--- src/acifs_pkg.sv ---
// Purpose: Shared constants for the processor audio input FIFO block
// Assumes: Wishbone byte addresses, 32-bit data
// Notes:   Data windows repeat over four words each
package acifs_pkg;
   localparam int          DEPTH        = 6;
   localparam int          SAMPLE_W     = 20;
   localparam int          NUM_SRC      = 8;
   localparam logic [7:0]  CTRL_OFS     = 8'h30;
   localparam logic [7:0]  ONE_L_OFS    = 8'h34;
   localparam logic [7:0]  THREE_L_OFS  = 8'h44;
   localparam logic [7:0]  ONE_R_OFS    = 8'h54;
   localparam logic [7:0]  THREE_R_OFS  = 8'h64;
   localparam logic [7:0]  STEREO_OFS   = 8'h74;
   localparam logic [7:0]  WIN_SPAN     = 8'h10;
   localparam logic [31:0] CTRL_RESET   = 32'h0000_0000;
   // Control field positions
   localparam int          THR_ONE_LSB  = 6;
   localparam int          THR_TWO_LSB  = 14;
   localparam int          THR_THR_LSB  = 20;
   localparam int          SEL_THR_LSB  = 16;
   localparam int          SEL_TWO_MSB  = 13;
   localparam int          SEL_TWO_LSB  = 3;
   localparam int          SEL_ONE_MSB  = 12;
   localparam int          SEL_ONE_LSB  = 0;
   localparam int          ZERO_THR_BIT = 23;
   localparam int          ZERO_TWO_BIT = 11;
   localparam int          ZERO_ONE_BIT = 10;
   localparam int          KEEP_THR_BIT = 22;
   localparam int          KEEP_TWO_BIT = 9;
   localparam int          KEEP_ONE_BIT = 8;
   // Source select codes
   localparam logic [3:0]  SRC_OFF      = 4'h0;
   localparam logic [3:0]  SRC_UNUSED   = 4'h3;
   localparam logic [3:0]  SRC_LAST     = 4'h8;
   // Source resolution codes
   localparam logic [1:0]  RES_20       = 2'h0;
   localparam logic [1:0]  RES_18       = 2'h1;
   localparam logic [1:0]  RES_16       = 2'h2;
   // Threshold codes
   localparam logic [1:0]  THR_1        = 2'h0;
   localparam logic [1:0]  THR_2        = 2'h1;
   localparam logic [1:0]  THR_3        = 2'h2;
   localparam logic [2:0]  LVL_1        = 3'h1;
   localparam logic [2:0]  LVL_2        = 3'h2;
   localparam logic [2:0]  LVL_3        = 3'h3;
   localparam logic [2:0]  LVL_6        = 3'h6;
   typedef enum logic [1:0] {
      BUS_IDLE = 2'b01,
      BUS_ACK  = 2'b10
   } acifs_bus_t;
   typedef enum logic [2:0] {
      TGT_NONE, TGT_CTRL, TGT_ONE_L, TGT_ONE_R, TGT_THR_L, TGT_THR_R, TGT_TWO
   } acifs_tgt_t;
endpackage : acifs_pkg

--- src/acifs_fifo.sv ---
// Purpose: Single-channel sample FIFO built from flip-flops
// Assumes: Push while full and pop while empty are dropped
// Notes:   Keep-one holds the oldest entry and blocks further pushes
`timescale 1ns/1ps
`default_nettype none
module acifs_fifo #(
   parameter int W     = 20,
   parameter int DEPTH = 6,
   parameter int LW    = 3
) (
   input  wire logic          mclk_in,
   input  wire logic          srst_in,
   input  wire logic          push_in,
   input  wire logic [W-1:0]  data_in,
   input  wire logic          pop_in,
   input  wire logic          keep_one_in,
   output logic      [W-1:0]  head_out,
   output logic      [LW-1:0] level_out
);
   localparam int PW = $clog2(DEPTH);
   logic [W-1:0]  mem_q [DEPTH];
   logic [W-1:0]  mem_d [DEPTH];
   logic [PW-1:0] rd_q, rd_d, wr_q, wr_d;
   logic [LW-1:0] cnt_q, cnt_d;
   logic          do_push, do_pop;

   function automatic logic [PW-1:0] inc(input logic [PW-1:0] p);
      inc = (p == PW'(DEPTH - 1)) ? '0 : p + PW'(1);
   endfunction : inc

   always_comb begin
      mem_d   = mem_q;
      rd_d    = rd_q;
      wr_d    = wr_q;
      cnt_d   = cnt_q;
      do_push = push_in && (cnt_q != LW'(DEPTH));
      do_pop  = pop_in && (cnt_q != '0);
      if (keep_one_in) begin
         // Oldest entry survives; the next write lands right behind it
         if (cnt_q != '0) begin
            cnt_d = LW'(1);
            wr_d  = inc(rd_q);
         end else if (push_in) begin
            mem_d[wr_q] = data_in;
            wr_d        = inc(wr_q);
            cnt_d       = LW'(1);
         end
      end else begin
         if (do_push) begin
            mem_d[wr_q] = data_in;
            wr_d        = inc(wr_q);
         end
         if (do_pop) begin
            rd_d = inc(rd_q);
         end
         cnt_d = cnt_q + LW'(do_push) - LW'(do_pop);
      end
   end

   always_ff @(posedge mclk_in) begin
      if (srst_in) begin
         rd_q  <= '0;
         wr_q  <= '0;
         cnt_q <= '0;
      end else begin
         rd_q  <= rd_d;
         wr_q  <= wr_d;
         cnt_q <= cnt_d;
      end
      mem_q <= mem_d;
   end

   assign head_out  = mem_q[rd_q];
   assign level_out = cnt_q;
endmodule : acifs_fifo
`default_nettype wire

--- src/acifs_top.sv ---
// Purpose: Processor audio input FIFOs with source select and control register
// Assumes: Classic Wishbone slave, one clock, synchronous reset
// Notes:   Each data read pops one sample unless keep-one is set; full flags double as DMA requests
`timescale 1ns/1ps
`default_nettype none
module acifs_top #(
   parameter int DEPTH = acifs_pkg::DEPTH,
   parameter int NSRC  = acifs_pkg::NUM_SRC
) (
   input  wire logic                                mclk_in,
   input  wire logic                                srst_in,
   input  wire logic                                wb_cyc_in,
   input  wire logic                                wb_stb_in,
   input  wire logic                                wb_we_in,
   input  wire logic [7:0]                          wb_adr_in,
   input  wire logic [3:0]                          wb_sel_in,
   input  wire logic [31:0]                         wb_dat_in,
   output logic      [31:0]                         wb_dat_out,
   output logic                                     wb_ack_out,
   input  wire logic [NSRC-1:0]                     src_valid_in,
   input  wire logic [NSRC-1:0][acifs_pkg::SAMPLE_W-1:0] src_left_in,
   input  wire logic [NSRC-1:0][acifs_pkg::SAMPLE_W-1:0] src_right_in,
   input  wire logic [NSRC-1:0][1:0]                src_res_in,
   output logic      [2:0]                          fifo_full_out
);
   localparam int SW = acifs_pkg::SAMPLE_W;
   localparam int LW = $clog2(DEPTH + 1);

   ////////////////////////////////////////////////////////////////////////////
   // Decoding helpers
   function automatic logic [1:0] thr_field(input logic [31:0] c, input int lsb);
      thr_field = c[lsb +: 2];
   endfunction : thr_field

   function automatic logic over_thr(input logic [LW-1:0] lvl, input logic [1:0] code);
      case (code)
         acifs_pkg::THR_1: over_thr = lvl >= LW'(acifs_pkg::LVL_1);
         acifs_pkg::THR_2: over_thr = lvl >= LW'(acifs_pkg::LVL_2);
         acifs_pkg::THR_3: over_thr = lvl >= LW'(acifs_pkg::LVL_3);
         default:          over_thr = lvl >= LW'(acifs_pkg::LVL_6);
      endcase
   endfunction : over_thr

   // Unused and out-of-range codes give no source
   function automatic logic src_on(input logic [3:0] code);
      src_on = (code != acifs_pkg::SRC_OFF) && (code != acifs_pkg::SRC_UNUSED)
               && (code <= acifs_pkg::SRC_LAST);
   endfunction : src_on

   // Code 1,2 map to slots 0,1; codes 4..8 map to slots 2..6
   function automatic logic [2:0] src_slot(input logic [3:0] code);
      src_slot = (code < acifs_pkg::SRC_UNUSED) ? 3'(code - 4'h1) : 3'(code - 4'h2);
   endfunction : src_slot

   // Mask the bits a short source never delivers
   function automatic logic [SW-1:0] align(input logic [SW-1:0] s, input logic [1:0] res);
      case (res)
         acifs_pkg::RES_18: align = {s[SW-1:2], 2'h0};
         acifs_pkg::RES_16: align = {s[SW-1:4], 4'h0};
         default:           align = s;
      endcase
   endfunction : align

   function automatic logic [31:0] pack_mono(input logic [SW-1:0] s);
      pack_mono = {~s[SW-1], s[SW-1], s[SW-1], s[SW-2:0], 10'h000};
   endfunction : pack_mono

   function automatic acifs_pkg::acifs_tgt_t decode(input logic [7:0] a);
      logic [7:0] w;
      w = {a[7:2], 2'h0};
      if (w == acifs_pkg::CTRL_OFS)
         decode = acifs_pkg::TGT_CTRL;
      else if (w >= acifs_pkg::ONE_L_OFS && w < acifs_pkg::THREE_L_OFS)
         decode = acifs_pkg::TGT_ONE_L;
      else if (w >= acifs_pkg::THREE_L_OFS && w < acifs_pkg::ONE_R_OFS)
         decode = acifs_pkg::TGT_THR_L;
      else if (w >= acifs_pkg::ONE_R_OFS && w < acifs_pkg::THREE_R_OFS)
         decode = acifs_pkg::TGT_ONE_R;
      else if (w >= acifs_pkg::THREE_R_OFS && w < acifs_pkg::STEREO_OFS)
         decode = acifs_pkg::TGT_THR_R;
      else if (w >= acifs_pkg::STEREO_OFS && w < 8'(acifs_pkg::STEREO_OFS + acifs_pkg::WIN_SPAN))
         decode = acifs_pkg::TGT_TWO;
      else
         decode = acifs_pkg::TGT_NONE;
   endfunction : decode

   ////////////////////////////////////////////////////////////////////////////
   // Control register and bus state
   acifs_pkg::acifs_bus_t state_q, state_d;
   acifs_pkg::acifs_tgt_t tgt;
   logic [31:0]           ctrl_q, ctrl_d;
   logic [31:0]           rdat_q, rdat_d;
   logic                  ack_q, ack_d;
   logic [2:0]            full_q, full_d;
   logic                  take;

   logic [3:0] sel [3];
   logic [1:0] thr [3];
   logic [2:0] zero, keep;
   always_comb begin
      sel[0]  = {ctrl_q[acifs_pkg::SEL_ONE_MSB], ctrl_q[acifs_pkg::SEL_ONE_LSB +: 3]};
      sel[1]  = {ctrl_q[acifs_pkg::SEL_TWO_MSB], ctrl_q[acifs_pkg::SEL_TWO_LSB +: 3]};
      sel[2]  = ctrl_q[acifs_pkg::SEL_THR_LSB +: 4];
      thr[0]  = thr_field(ctrl_q, acifs_pkg::THR_ONE_LSB);
      thr[1]  = thr_field(ctrl_q, acifs_pkg::THR_TWO_LSB);
      thr[2]  = thr_field(ctrl_q, acifs_pkg::THR_THR_LSB);
      zero    = {ctrl_q[acifs_pkg::ZERO_THR_BIT], ctrl_q[acifs_pkg::ZERO_TWO_BIT],
                 ctrl_q[acifs_pkg::ZERO_ONE_BIT]};
      keep    = {ctrl_q[acifs_pkg::KEEP_THR_BIT], ctrl_q[acifs_pkg::KEEP_TWO_BIT],
                 ctrl_q[acifs_pkg::KEEP_ONE_BIT]};
   end

   ////////////////////////////////////////////////////////////////////////////
   // Source multiplexers and FIFOs
   logic [2:0]    push;
   logic [SW-1:0] in_l [3];
   logic [SW-1:0] in_r [3];
   logic [SW-1:0] head_l [3];
   logic [SW-1:0] head_r [3];
   logic [LW-1:0] lvl_l [3];
   logic [LW-1:0] lvl_r [3];
   logic [2:0]    pop_l, pop_r;
   logic [31:0]   head_two;
   logic [LW-1:0] lvl_two;
   logic          pop_two;

   genvar g;
   generate
      for (g = 0; g < 3; g++) begin : g_path
         logic [2:0] slot;
         assign slot = src_slot(sel[g]);
         assign push[g] = src_on(sel[g]) && src_valid_in[slot];
         assign in_l[g] = align(src_left_in[slot], src_res_in[slot]);
         assign in_r[g] = align(src_right_in[slot], src_res_in[slot]);
         if (g != 1) begin : g_mono
            acifs_fifo #(.W(SW), .DEPTH(DEPTH), .LW(LW)) u_left (
               .mclk_in     (mclk_in),
               .srst_in     (srst_in),
               .push_in     (push[g]),
               .data_in     (in_l[g]),
               .pop_in      (pop_l[g]),
               .keep_one_in (keep[g]),
               .head_out    (head_l[g]),
               .level_out   (lvl_l[g])
            );
            acifs_fifo #(.W(SW), .DEPTH(DEPTH), .LW(LW)) u_right (
               .mclk_in     (mclk_in),
               .srst_in     (srst_in),
               .push_in     (push[g]),
               .data_in     (in_r[g]),
               .pop_in      (pop_r[g]),
               .keep_one_in (keep[g]),
               .head_out    (head_r[g]),
               .level_out   (lvl_r[g])
            );
         end else begin : g_stereo
            assign head_l[g] = '0;
            assign head_r[g] = '0;
            assign lvl_l[g]  = lvl_two;
            assign lvl_r[g]  = lvl_two;
         end
      end
   endgenerate

   // Stereo FIFO stores the packed word directly
   acifs_fifo #(.W(32), .DEPTH(DEPTH), .LW(LW)) u_stereo (
      .mclk_in     (mclk_in),
      .srst_in     (srst_in),
      .push_in     (push[1]),
      .data_in     ({in_l[1][SW-1 -: 16], in_r[1][SW-1 -: 16]}),
      .pop_in      (pop_two),
      .keep_one_in (keep[1]),
      .head_out    (head_two),
      .level_out   (lvl_two)
   );

   ////////////////////////////////////////////////////////////////////////////
   // Bus slave: answer one cycle after the request is taken
   assign take = wb_cyc_in && wb_stb_in && (state_q == acifs_pkg::BUS_IDLE);
   assign tgt  = decode(wb_adr_in);

   always_comb begin
      state_d = state_q;
      ctrl_d  = ctrl_q;
      rdat_d  = rdat_q;
      ack_d   = 1'b0;
      pop_l   = '0;
      pop_r   = '0;
      pop_two = 1'b0;
      case (state_q)
         acifs_pkg::BUS_IDLE: begin
            if (take) begin
               state_d = acifs_pkg::BUS_ACK;
               ack_d   = 1'b1;
               rdat_d  = '0;
               if (wb_we_in) begin
                  // Writes to data windows are accepted and dropped
                  if (tgt == acifs_pkg::TGT_CTRL) begin
                     for (int b = 0; b < 4; b++) begin
                        if (wb_sel_in[b]) begin
                           ctrl_d[8*b +: 8] = wb_dat_in[8*b +: 8];
                        end
                     end
                  end
               end else begin
                  // Each data window read pops; zero mode still drains the sample
                  case (tgt)
                     acifs_pkg::TGT_CTRL: rdat_d = ctrl_q;
                     acifs_pkg::TGT_ONE_L: begin
                        pop_l[0] = 1'b1;
                        rdat_d   = zero[0] ? '0 : pack_mono(head_l[0]);
                     end
                     acifs_pkg::TGT_ONE_R: begin
                        pop_r[0] = 1'b1;
                        rdat_d   = zero[0] ? '0 : pack_mono(head_r[0]);
                     end
                     acifs_pkg::TGT_THR_L: begin
                        pop_l[2] = 1'b1;
                        rdat_d   = zero[2] ? '0 : pack_mono(head_l[2]);
                     end
                     acifs_pkg::TGT_THR_R: begin
                        pop_r[2] = 1'b1;
                        rdat_d   = zero[2] ? '0 : pack_mono(head_r[2]);
                     end
                     acifs_pkg::TGT_TWO: begin
                        // Reader is expected to drain on flag only
                        pop_two = 1'b1;
                        rdat_d  = zero[1] ? '0 : head_two;
                     end
                     default: rdat_d = '0;
                  endcase
               end
            end
         end
         acifs_pkg::BUS_ACK: state_d = acifs_pkg::BUS_IDLE;
         default:             state_d = acifs_pkg::BUS_IDLE;
      endcase
   end

   // Full flags follow the left level against the threshold
   always_comb begin
      for (int i = 0; i < 3; i++) begin
         full_d[i] = over_thr(lvl_l[i], thr[i]);
      end
   end

   always_ff @(posedge mclk_in) begin
      if (srst_in) begin
         state_q <= acifs_pkg::BUS_IDLE;
         // Everything off, thresholds at one sample
         ctrl_q  <= acifs_pkg::CTRL_RESET;
         rdat_q  <= '0;
         ack_q   <= 1'b0;
         full_q  <= '0;
      end else begin
         state_q <= state_d;
         ctrl_q  <= ctrl_d;
         rdat_q  <= rdat_d;
         ack_q   <= ack_d;
         full_q  <= full_d;
      end
   end

   assign wb_dat_out    = rdat_q;
   assign wb_ack_out    = ack_q;
   assign fifo_full_out = full_q;

   ////////////////////////////////////////////////////////////////////////////
   // Checks
   property p_depth;
      @(posedge mclk_in) disable iff (srst_in)
      lvl_l[0] <= LW'(DEPTH) && lvl_l[2] <= LW'(DEPTH) && lvl_two <= LW'(DEPTH);
   endproperty
   a_depth: assert property (p_depth) else $error("FIFO level above depth");

   property p_full_six;
      @(posedge mclk_in) disable iff (srst_in)
      (thr[0] == 2'h3 && lvl_l[0] == LW'(5)) |=> !fifo_full_out[0];
   endproperty
   a_full_six: assert property (p_full_six) else $error("Threshold six flagged at five");

   property p_full_track;
      @(posedge mclk_in) disable iff (srst_in)
      fifo_full_out[2] == over_thr($past(lvl_l[2]), $past(thr[2]));
   endproperty
   a_full_track: assert property (p_full_track) else $error("Full flag out of step");

   property p_reset_ctrl;
      @(posedge mclk_in) disable iff (srst_in)
      $past(srst_in) |-> (ctrl_q == 32'h0000_0000 && fifo_full_out == 3'h0);
   endproperty
   a_reset_ctrl: assert property (p_reset_ctrl) else $error("Control not zero after reset");

   property p_zero_three;
      @(posedge mclk_in) disable iff (srst_in)
      (take && !wb_we_in && tgt == acifs_pkg::TGT_THR_L && zero[2]) |=> wb_ack_out && wb_dat_out == 32'h0;
   endproperty
   a_zero_three: assert property (p_zero_three) else $error("FIFO three zero mode leaked data");

   property p_zero_two;
      @(posedge mclk_in) disable iff (srst_in)
      (take && !wb_we_in && tgt == acifs_pkg::TGT_TWO && zero[1]) |=> wb_dat_out == 32'h0;
   endproperty
   a_zero_two: assert property (p_zero_two) else $error("Stereo zero mode leaked data");

   property p_zero_one;
      @(posedge mclk_in) disable iff (srst_in)
      (take && !wb_we_in && tgt == acifs_pkg::TGT_ONE_R && zero[0]) |=> wb_dat_out == 32'h0;
   endproperty
   a_zero_one: assert property (p_zero_one) else $error("FIFO one zero mode leaked data");

   property p_keep_three;
      @(posedge mclk_in) disable iff (srst_in)
      keep[2] |=> (lvl_l[2] <= LW'(1) && lvl_r[2] <= LW'(1));
   endproperty
   a_keep_three: assert property (p_keep_three) else $error("FIFO three kept more than one");

   property p_keep_two;
      @(posedge mclk_in) disable iff (srst_in)
      keep[1] ##1 keep[1] |-> lvl_two <= LW'(1);
   endproperty
   a_keep_two: assert property (p_keep_two) else $error("Stereo FIFO kept more than one");

   property p_keep_one;
      @(posedge mclk_in) disable iff (srst_in)
      (keep[0] && lvl_l[0] > LW'(1)) |=> lvl_l[0] == LW'(1);
   endproperty
   a_keep_one: assert property (p_keep_one) else $error("FIFO one not cut to one");

   property p_off_nopush;
      @(posedge mclk_in) disable iff (srst_in)
      !src_on(sel[2]) |-> !push[2];
   endproperty
   a_off_nopush: assert property (p_off_nopush) else $error("Push from an off source");

   property p_mono_fmt;
      @(posedge mclk_in) disable iff (srst_in)
      (take && !wb_we_in && tgt == acifs_pkg::TGT_ONE_L && !zero[0])
         |=> wb_dat_out[9:0] == 10'h000 && wb_dat_out[31] != wb_dat_out[30] && wb_dat_out[30] == wb_dat_out[29];
   endproperty
   a_mono_fmt: assert property (p_mono_fmt) else $error("Mono word layout broken");
endmodule : acifs_top
`default_nettype wire

--- config.mk ---
export PLATFORM = sky130hd
export DESIGN_NAME = acifs_top
export DESIGN_NICKNAME = d
export VERILOG_FILES = /design/src/acifs_pkg.sv /design/src/acifs_fifo.sv /design/src/acifs_top.sv
export SDC_FILE = /design/constraint.sdc
export NUM_CORES = 2
export LEC_CHECK = 0
export BUFFER_PORTS_ARGS = -buffer_cell sky130_fd_sc_hd__buf_2
export CELL_PAD_IN_SITES_DETAIL_PLACEMENT = 1
export CELL_PAD_IN_SITES_GLOBAL_PLACEMENT = 1
export CORE_ASPECT_RATIO = 0.7
export CORE_UTILIZATION = 50
export DETAILED_ROUTE_END_ITERATION = 10
export GPL_TIMING_DRIVEN = 1
export PLACE_DENSITY_LB_ADDON = 0.1
export SYNTH_ARGS = -nofsm -noshare
export SYNTH_HDL_FRONTEND = slang
export SYNTH_SLANG_ARGS = --single-unit
--- constraint.sdc ---
create_clock -name mclk_in -period 5.9 [get_ports mclk_in]
set_input_delay 1.18 -clock mclk_in [delete_from_list [all_inputs] [get_ports mclk_in]]
set_output_delay 1.18 -clock mclk_in [all_outputs]
set_load 0.05 [all_outputs]
==> run metrics <==
Setup Total Neg Slack 0 ps; cell taking the most area after synthesis sky130_fd_sc_hd__edfxtp_1; Yosys top cell area share 0.515; number of warnings printed during yosys synthesis 0; all-layer global routing usage 0.323; final wirelength between 100,000 and 150,000 um; critical path peak fanout 8; TritonCTS Sinks around 790; count of cells along the worst register-to-register path 7; sequential-to-total area share from yosys stat 0.574; max-capacitance violation count 0; post-layout power between 10,000 and 15,000 uW; most common library cell in the layout ignoring fill and taps sky130_fd_sc_hd__edfxtp_1; final critical delay including setup and external delays 4430 ps; Filler cells around 7,300; Max Clock Skew between 20 and 30 ps; maximum clock insertion buffer count 3; top flip-flop cell by instance count after synthesis sky130_fd_sc_hd__edfxtp_1; number of synthesized register bits 787; number of post-CTS setup repair buffers 0; final setup violation count 0; total power density per cell area about 260 mW/mm^2; clock-pin slew of the registers on the worst-case setup and hold paths 60 ps; RSZ-0062 raised after global routing false; number of global-route vias before repair around 27,000; nets@finish ~3,400; count of buffers inserted at the top-level ports around 430; mapped cell area 0.0392 sq mm; async set-reset flop share out of synthesis 0; actual transition at the worst max-transition pin ~1200 ps; wire length per cell 31.4 um; post-cts sizing count 0; largest net degree at the start of global routing 82; first-iteration detailed-routing DRC count 2,657; count of hold-fix buffers inserted at cts 0; first-pass GRT wire length roughly 190,000 um; clock latency reported for the late side of the worst-skew pair around 630 ps; vias per inst 6.51; crit path kind flop to flop; signal arrival time at the worst endpoint between 4000 and 5000 ps; count of standard-cell rows 85; Vias 26,300; P_leak 0.0156 uW; gr ovfl total 0; post-route design area 0.0452 sq mm; Die Footprint around 0.08 sq mm; count of unresolved DRC violations after routing 0; fin cells about 4,000; Final Wtd Congestion ~0.89; number of distinct library cells after synthesis a little under 80; area overhead of the layout relative to synthesis 15.5%; hold crit path type flop to flop; Die Y-Extent roughly 240 um; number of CTS-inserted buffers between 70 and 80; worst voltage drop across the vdd grid ~190 uV; Syn Nets 2,955; clk root buf sky130_fd_sc_hd__clkbuf_16; Final Cycle Share 0.750; # IOs 429; die span in x about 340 um; endpoint required time on the critical path approximately 6000 ps; most used cells in the layout excluding fill and tap cells sky130_fd_sc_hd__edfxtp_1, sky130_fd_sc_hd__buf_2, sky130_fd_sc_hd__mux4_2; count of antenna-violating nets left after detailed routing 0; initial antenna violation count 8; maximum clock rate 0.226 GHz; count of flip-flops with a built-in enable after synthesis about 670; hold path cells 2; share of cells above drive strength 1 0.373; CP Launch Type flop; average footprint of a synthesized cell around 16 sq um; Core Box Area about 0.077 sq mm; dpl hpwl 90,300 um; crit path capture type flop; Final Slew Violations 0; worst rel slew slack 0.188; area after detailed placement between 0.04 and 0.05 sq mm; Post-Place Cells 3,888; DRT Pass-1 Iters 5; largest cells by area after synthesis sky130_fd_sc_hd__edfxtp_1, sky130_fd_sc_hd__mux4_2, sky130_fd_sc_hd__dfxtp_1, sky130_fd_sc_hd__mux2i_1, sky130_fd_sc_hd__mux2_2; CTS tree done; htree depth 3; Initial Util 0.507; number of instances in the synthesized netlist between 2,000 and 3,000; hold violation total from the final report 0; run status finished clean
[cells by family (layout without fill, tap and decap cells)]
kind of cell / Yosys count / after routing / synth area share
buffers and inverters: 263 / 723 / 0.0274
adder cells (fa/ha/maj): 35 / 35 / 0.0121
AO/OA/AOI/OAI: 310 / 310 / 0.0542
flip-flops: 787 / 787 / 0.574
other: 0 / 5 / 0
AND/OR/NAND/NOR: 523 / 523 / 0.0626
multiplexers: 592 / 592 / 0.266
XOR/XNOR: 17 / 17 / 0.00399
[synth_stat cells, types with 5 or more instances]
cell                        number
sky130_fd_sc_hd__nor2b_1        15
sky130_fd_sc_hd__buf_1          32
sky130_fd_sc_hd__inv_1          75
sky130_fd_sc_hd__buf_2          41
sky130_fd_sc_hd__and2_1          5
sky130_fd_sc_hd__nand4_1        10
sky130_fd_sc_hd__dfxtp_1       115
sky130_fd_sc_hd__mux2_2         83
sky130_fd_sc_hd__a221o_1        13
sky130_fd_sc_hd__or3_1           8
sky130_fd_sc_hd__fa_1            5
sky130_fd_sc_hd__a311oi_1        6
sky130_fd_sc_hd__mux4_2        348
sky130_fd_sc_hd__nor4_1         10
sky130_fd_sc_hd__a22oi_1        30
sky130_fd_sc_hd__a31oi_1         5
sky130_fd_sc_hd__nor3_1         38
sky130_fd_sc_hd__nor2_1        132
sky130_fd_sc_hd__clkbuf_1      105
sky130_fd_sc_hd__o2bb2ai_1      19
sky130_fd_sc_hd__o21ai_0        67
sky130_fd_sc_hd__a221oi_1        7
sky130_fd_sc_hd__a222oi_1        8
sky130_fd_sc_hd__nand2b_1       16
sky130_fd_sc_hd__a2bb2oi_1       5
sky130_fd_sc_hd__a21oi_1        50
sky130_fd_sc_hd__or2_2           5
sky130_fd_sc_hd__mux2i_1       159
sky130_fd_sc_hd__ha_1           30
sky130_fd_sc_hd__buf_4           9
sky130_fd_sc_hd__a211oi_1        5
sky130_fd_sc_hd__o22ai_1        42
sky130_fd_sc_hd__edfxtp_1      672
sky130_fd_sc_hd__a22o_1         10
sky130_fd_sc_hd__nand3_1        29
sky130_fd_sc_hd__xnor2_1        13
sky130_fd_sc_hd__nand2_1       209
sky130_fd_sc_hd__o211ai_1       14
sky130_fd_sc_hd__nor3b_1        13
[per-stage QoR]
stage	util	hold WS [ps]	setup slack, ps
6_report	0.586	478	1470
5_1_grt	0.586	497	1260
4_1_cts	0.586	479	1530
3_5_place_dp	0.553	453	1490
3_3_place_gp	0.553	448	1610
2_1_floorplan	-	462	864
[worst max-delay path, stage by stage (launching register included)]
cell and delay [ps]:
sky130_fd_sc_hd__dfxtp_1 420, sky130_fd_sc_hd__ha_1 330, sky130_fd_sc_hd__nor3_4 310, sky130_fd_sc_hd__mux2i_4 810, sky130_fd_sc_hd__mux4_2 600, sky130_fd_sc_hd__mux2_2 280
sky130_fd_sc_hd__ha_1 330, sky130_fd_sc_hd__nor2b_1 960
[flip-flops by register name (all words and copies together) (netlist names), 32 cells and up]
name	cells
wb_dat_out	32
g_path.g_mono.u_right.mem_q	240
u_stereo.mem_q	192
ctrl_q	32
g_path.g_mono.u_left.mem_q	240
[path summary, 6_finish.rpt]
check             slack, ps                   startpoint                                     endpoint
setup / recovery       1470       ctrl_q[0]$_SDFFE_PP0P_  g_path[0].g_mono.u_left.mem_q[80]$_DFFE_PP_
hold / removal          480  wb_dat_out[12]$_SDFFE_PP0P_                  wb_dat_out[12]$_SDFFE_PP0P_
setup reg to reg       1470       ctrl_q[0]$_SDFFE_PP0P_  g_path[0].g_mono.u_left.mem_q[80]$_DFFE_PP_
hold reg to reg         480  wb_dat_out[12]$_SDFFE_PP0P_                  wb_dat_out[12]$_SDFFE_PP0P_
[report_power, final]
part	switching, uW	internal [uW]	total [uW]
sequential	1.84	6040	6040
combinational	357	260	617
clock	2190	2860	5050
[area by class of cell]
| type | instances | area (sq um) | share of cell area |
|---|---|---|---|
| tap | 1044 | 1310 | 0.0289 |
| clock inverter | 43 | 412 | 0.00910 |
| inverter | 76 | 285 | 0.00631 |
| sequential | 787 | 22500 | 0.497 |
| timing repair buffer | 504 | 2730 | 0.0604 |
| antenna | 5 | 12.5 | 0.000277 |
| multi-input combinational | 1477 | 15800 | 0.350 |
| clock buffer | 100 | 2150 | 0.0475 |
[routing by layer]
metal / wire length (um) / up-vias / GRT usage / part of all wire
met5: 40 / - / 0 / 0.00032
met4: 2850 / 6 / 0.0755 / 0.023
met3: 12600 / 180 / 0.0860 / 0.099
met2: 58600 / 1251 / 0.497 / 0.46
met1: 52600 / 13900 / 0.463 / 0.42
li1: - / 11000 / - / -
No activity file was read; power rests on OpenSTA's default activity.
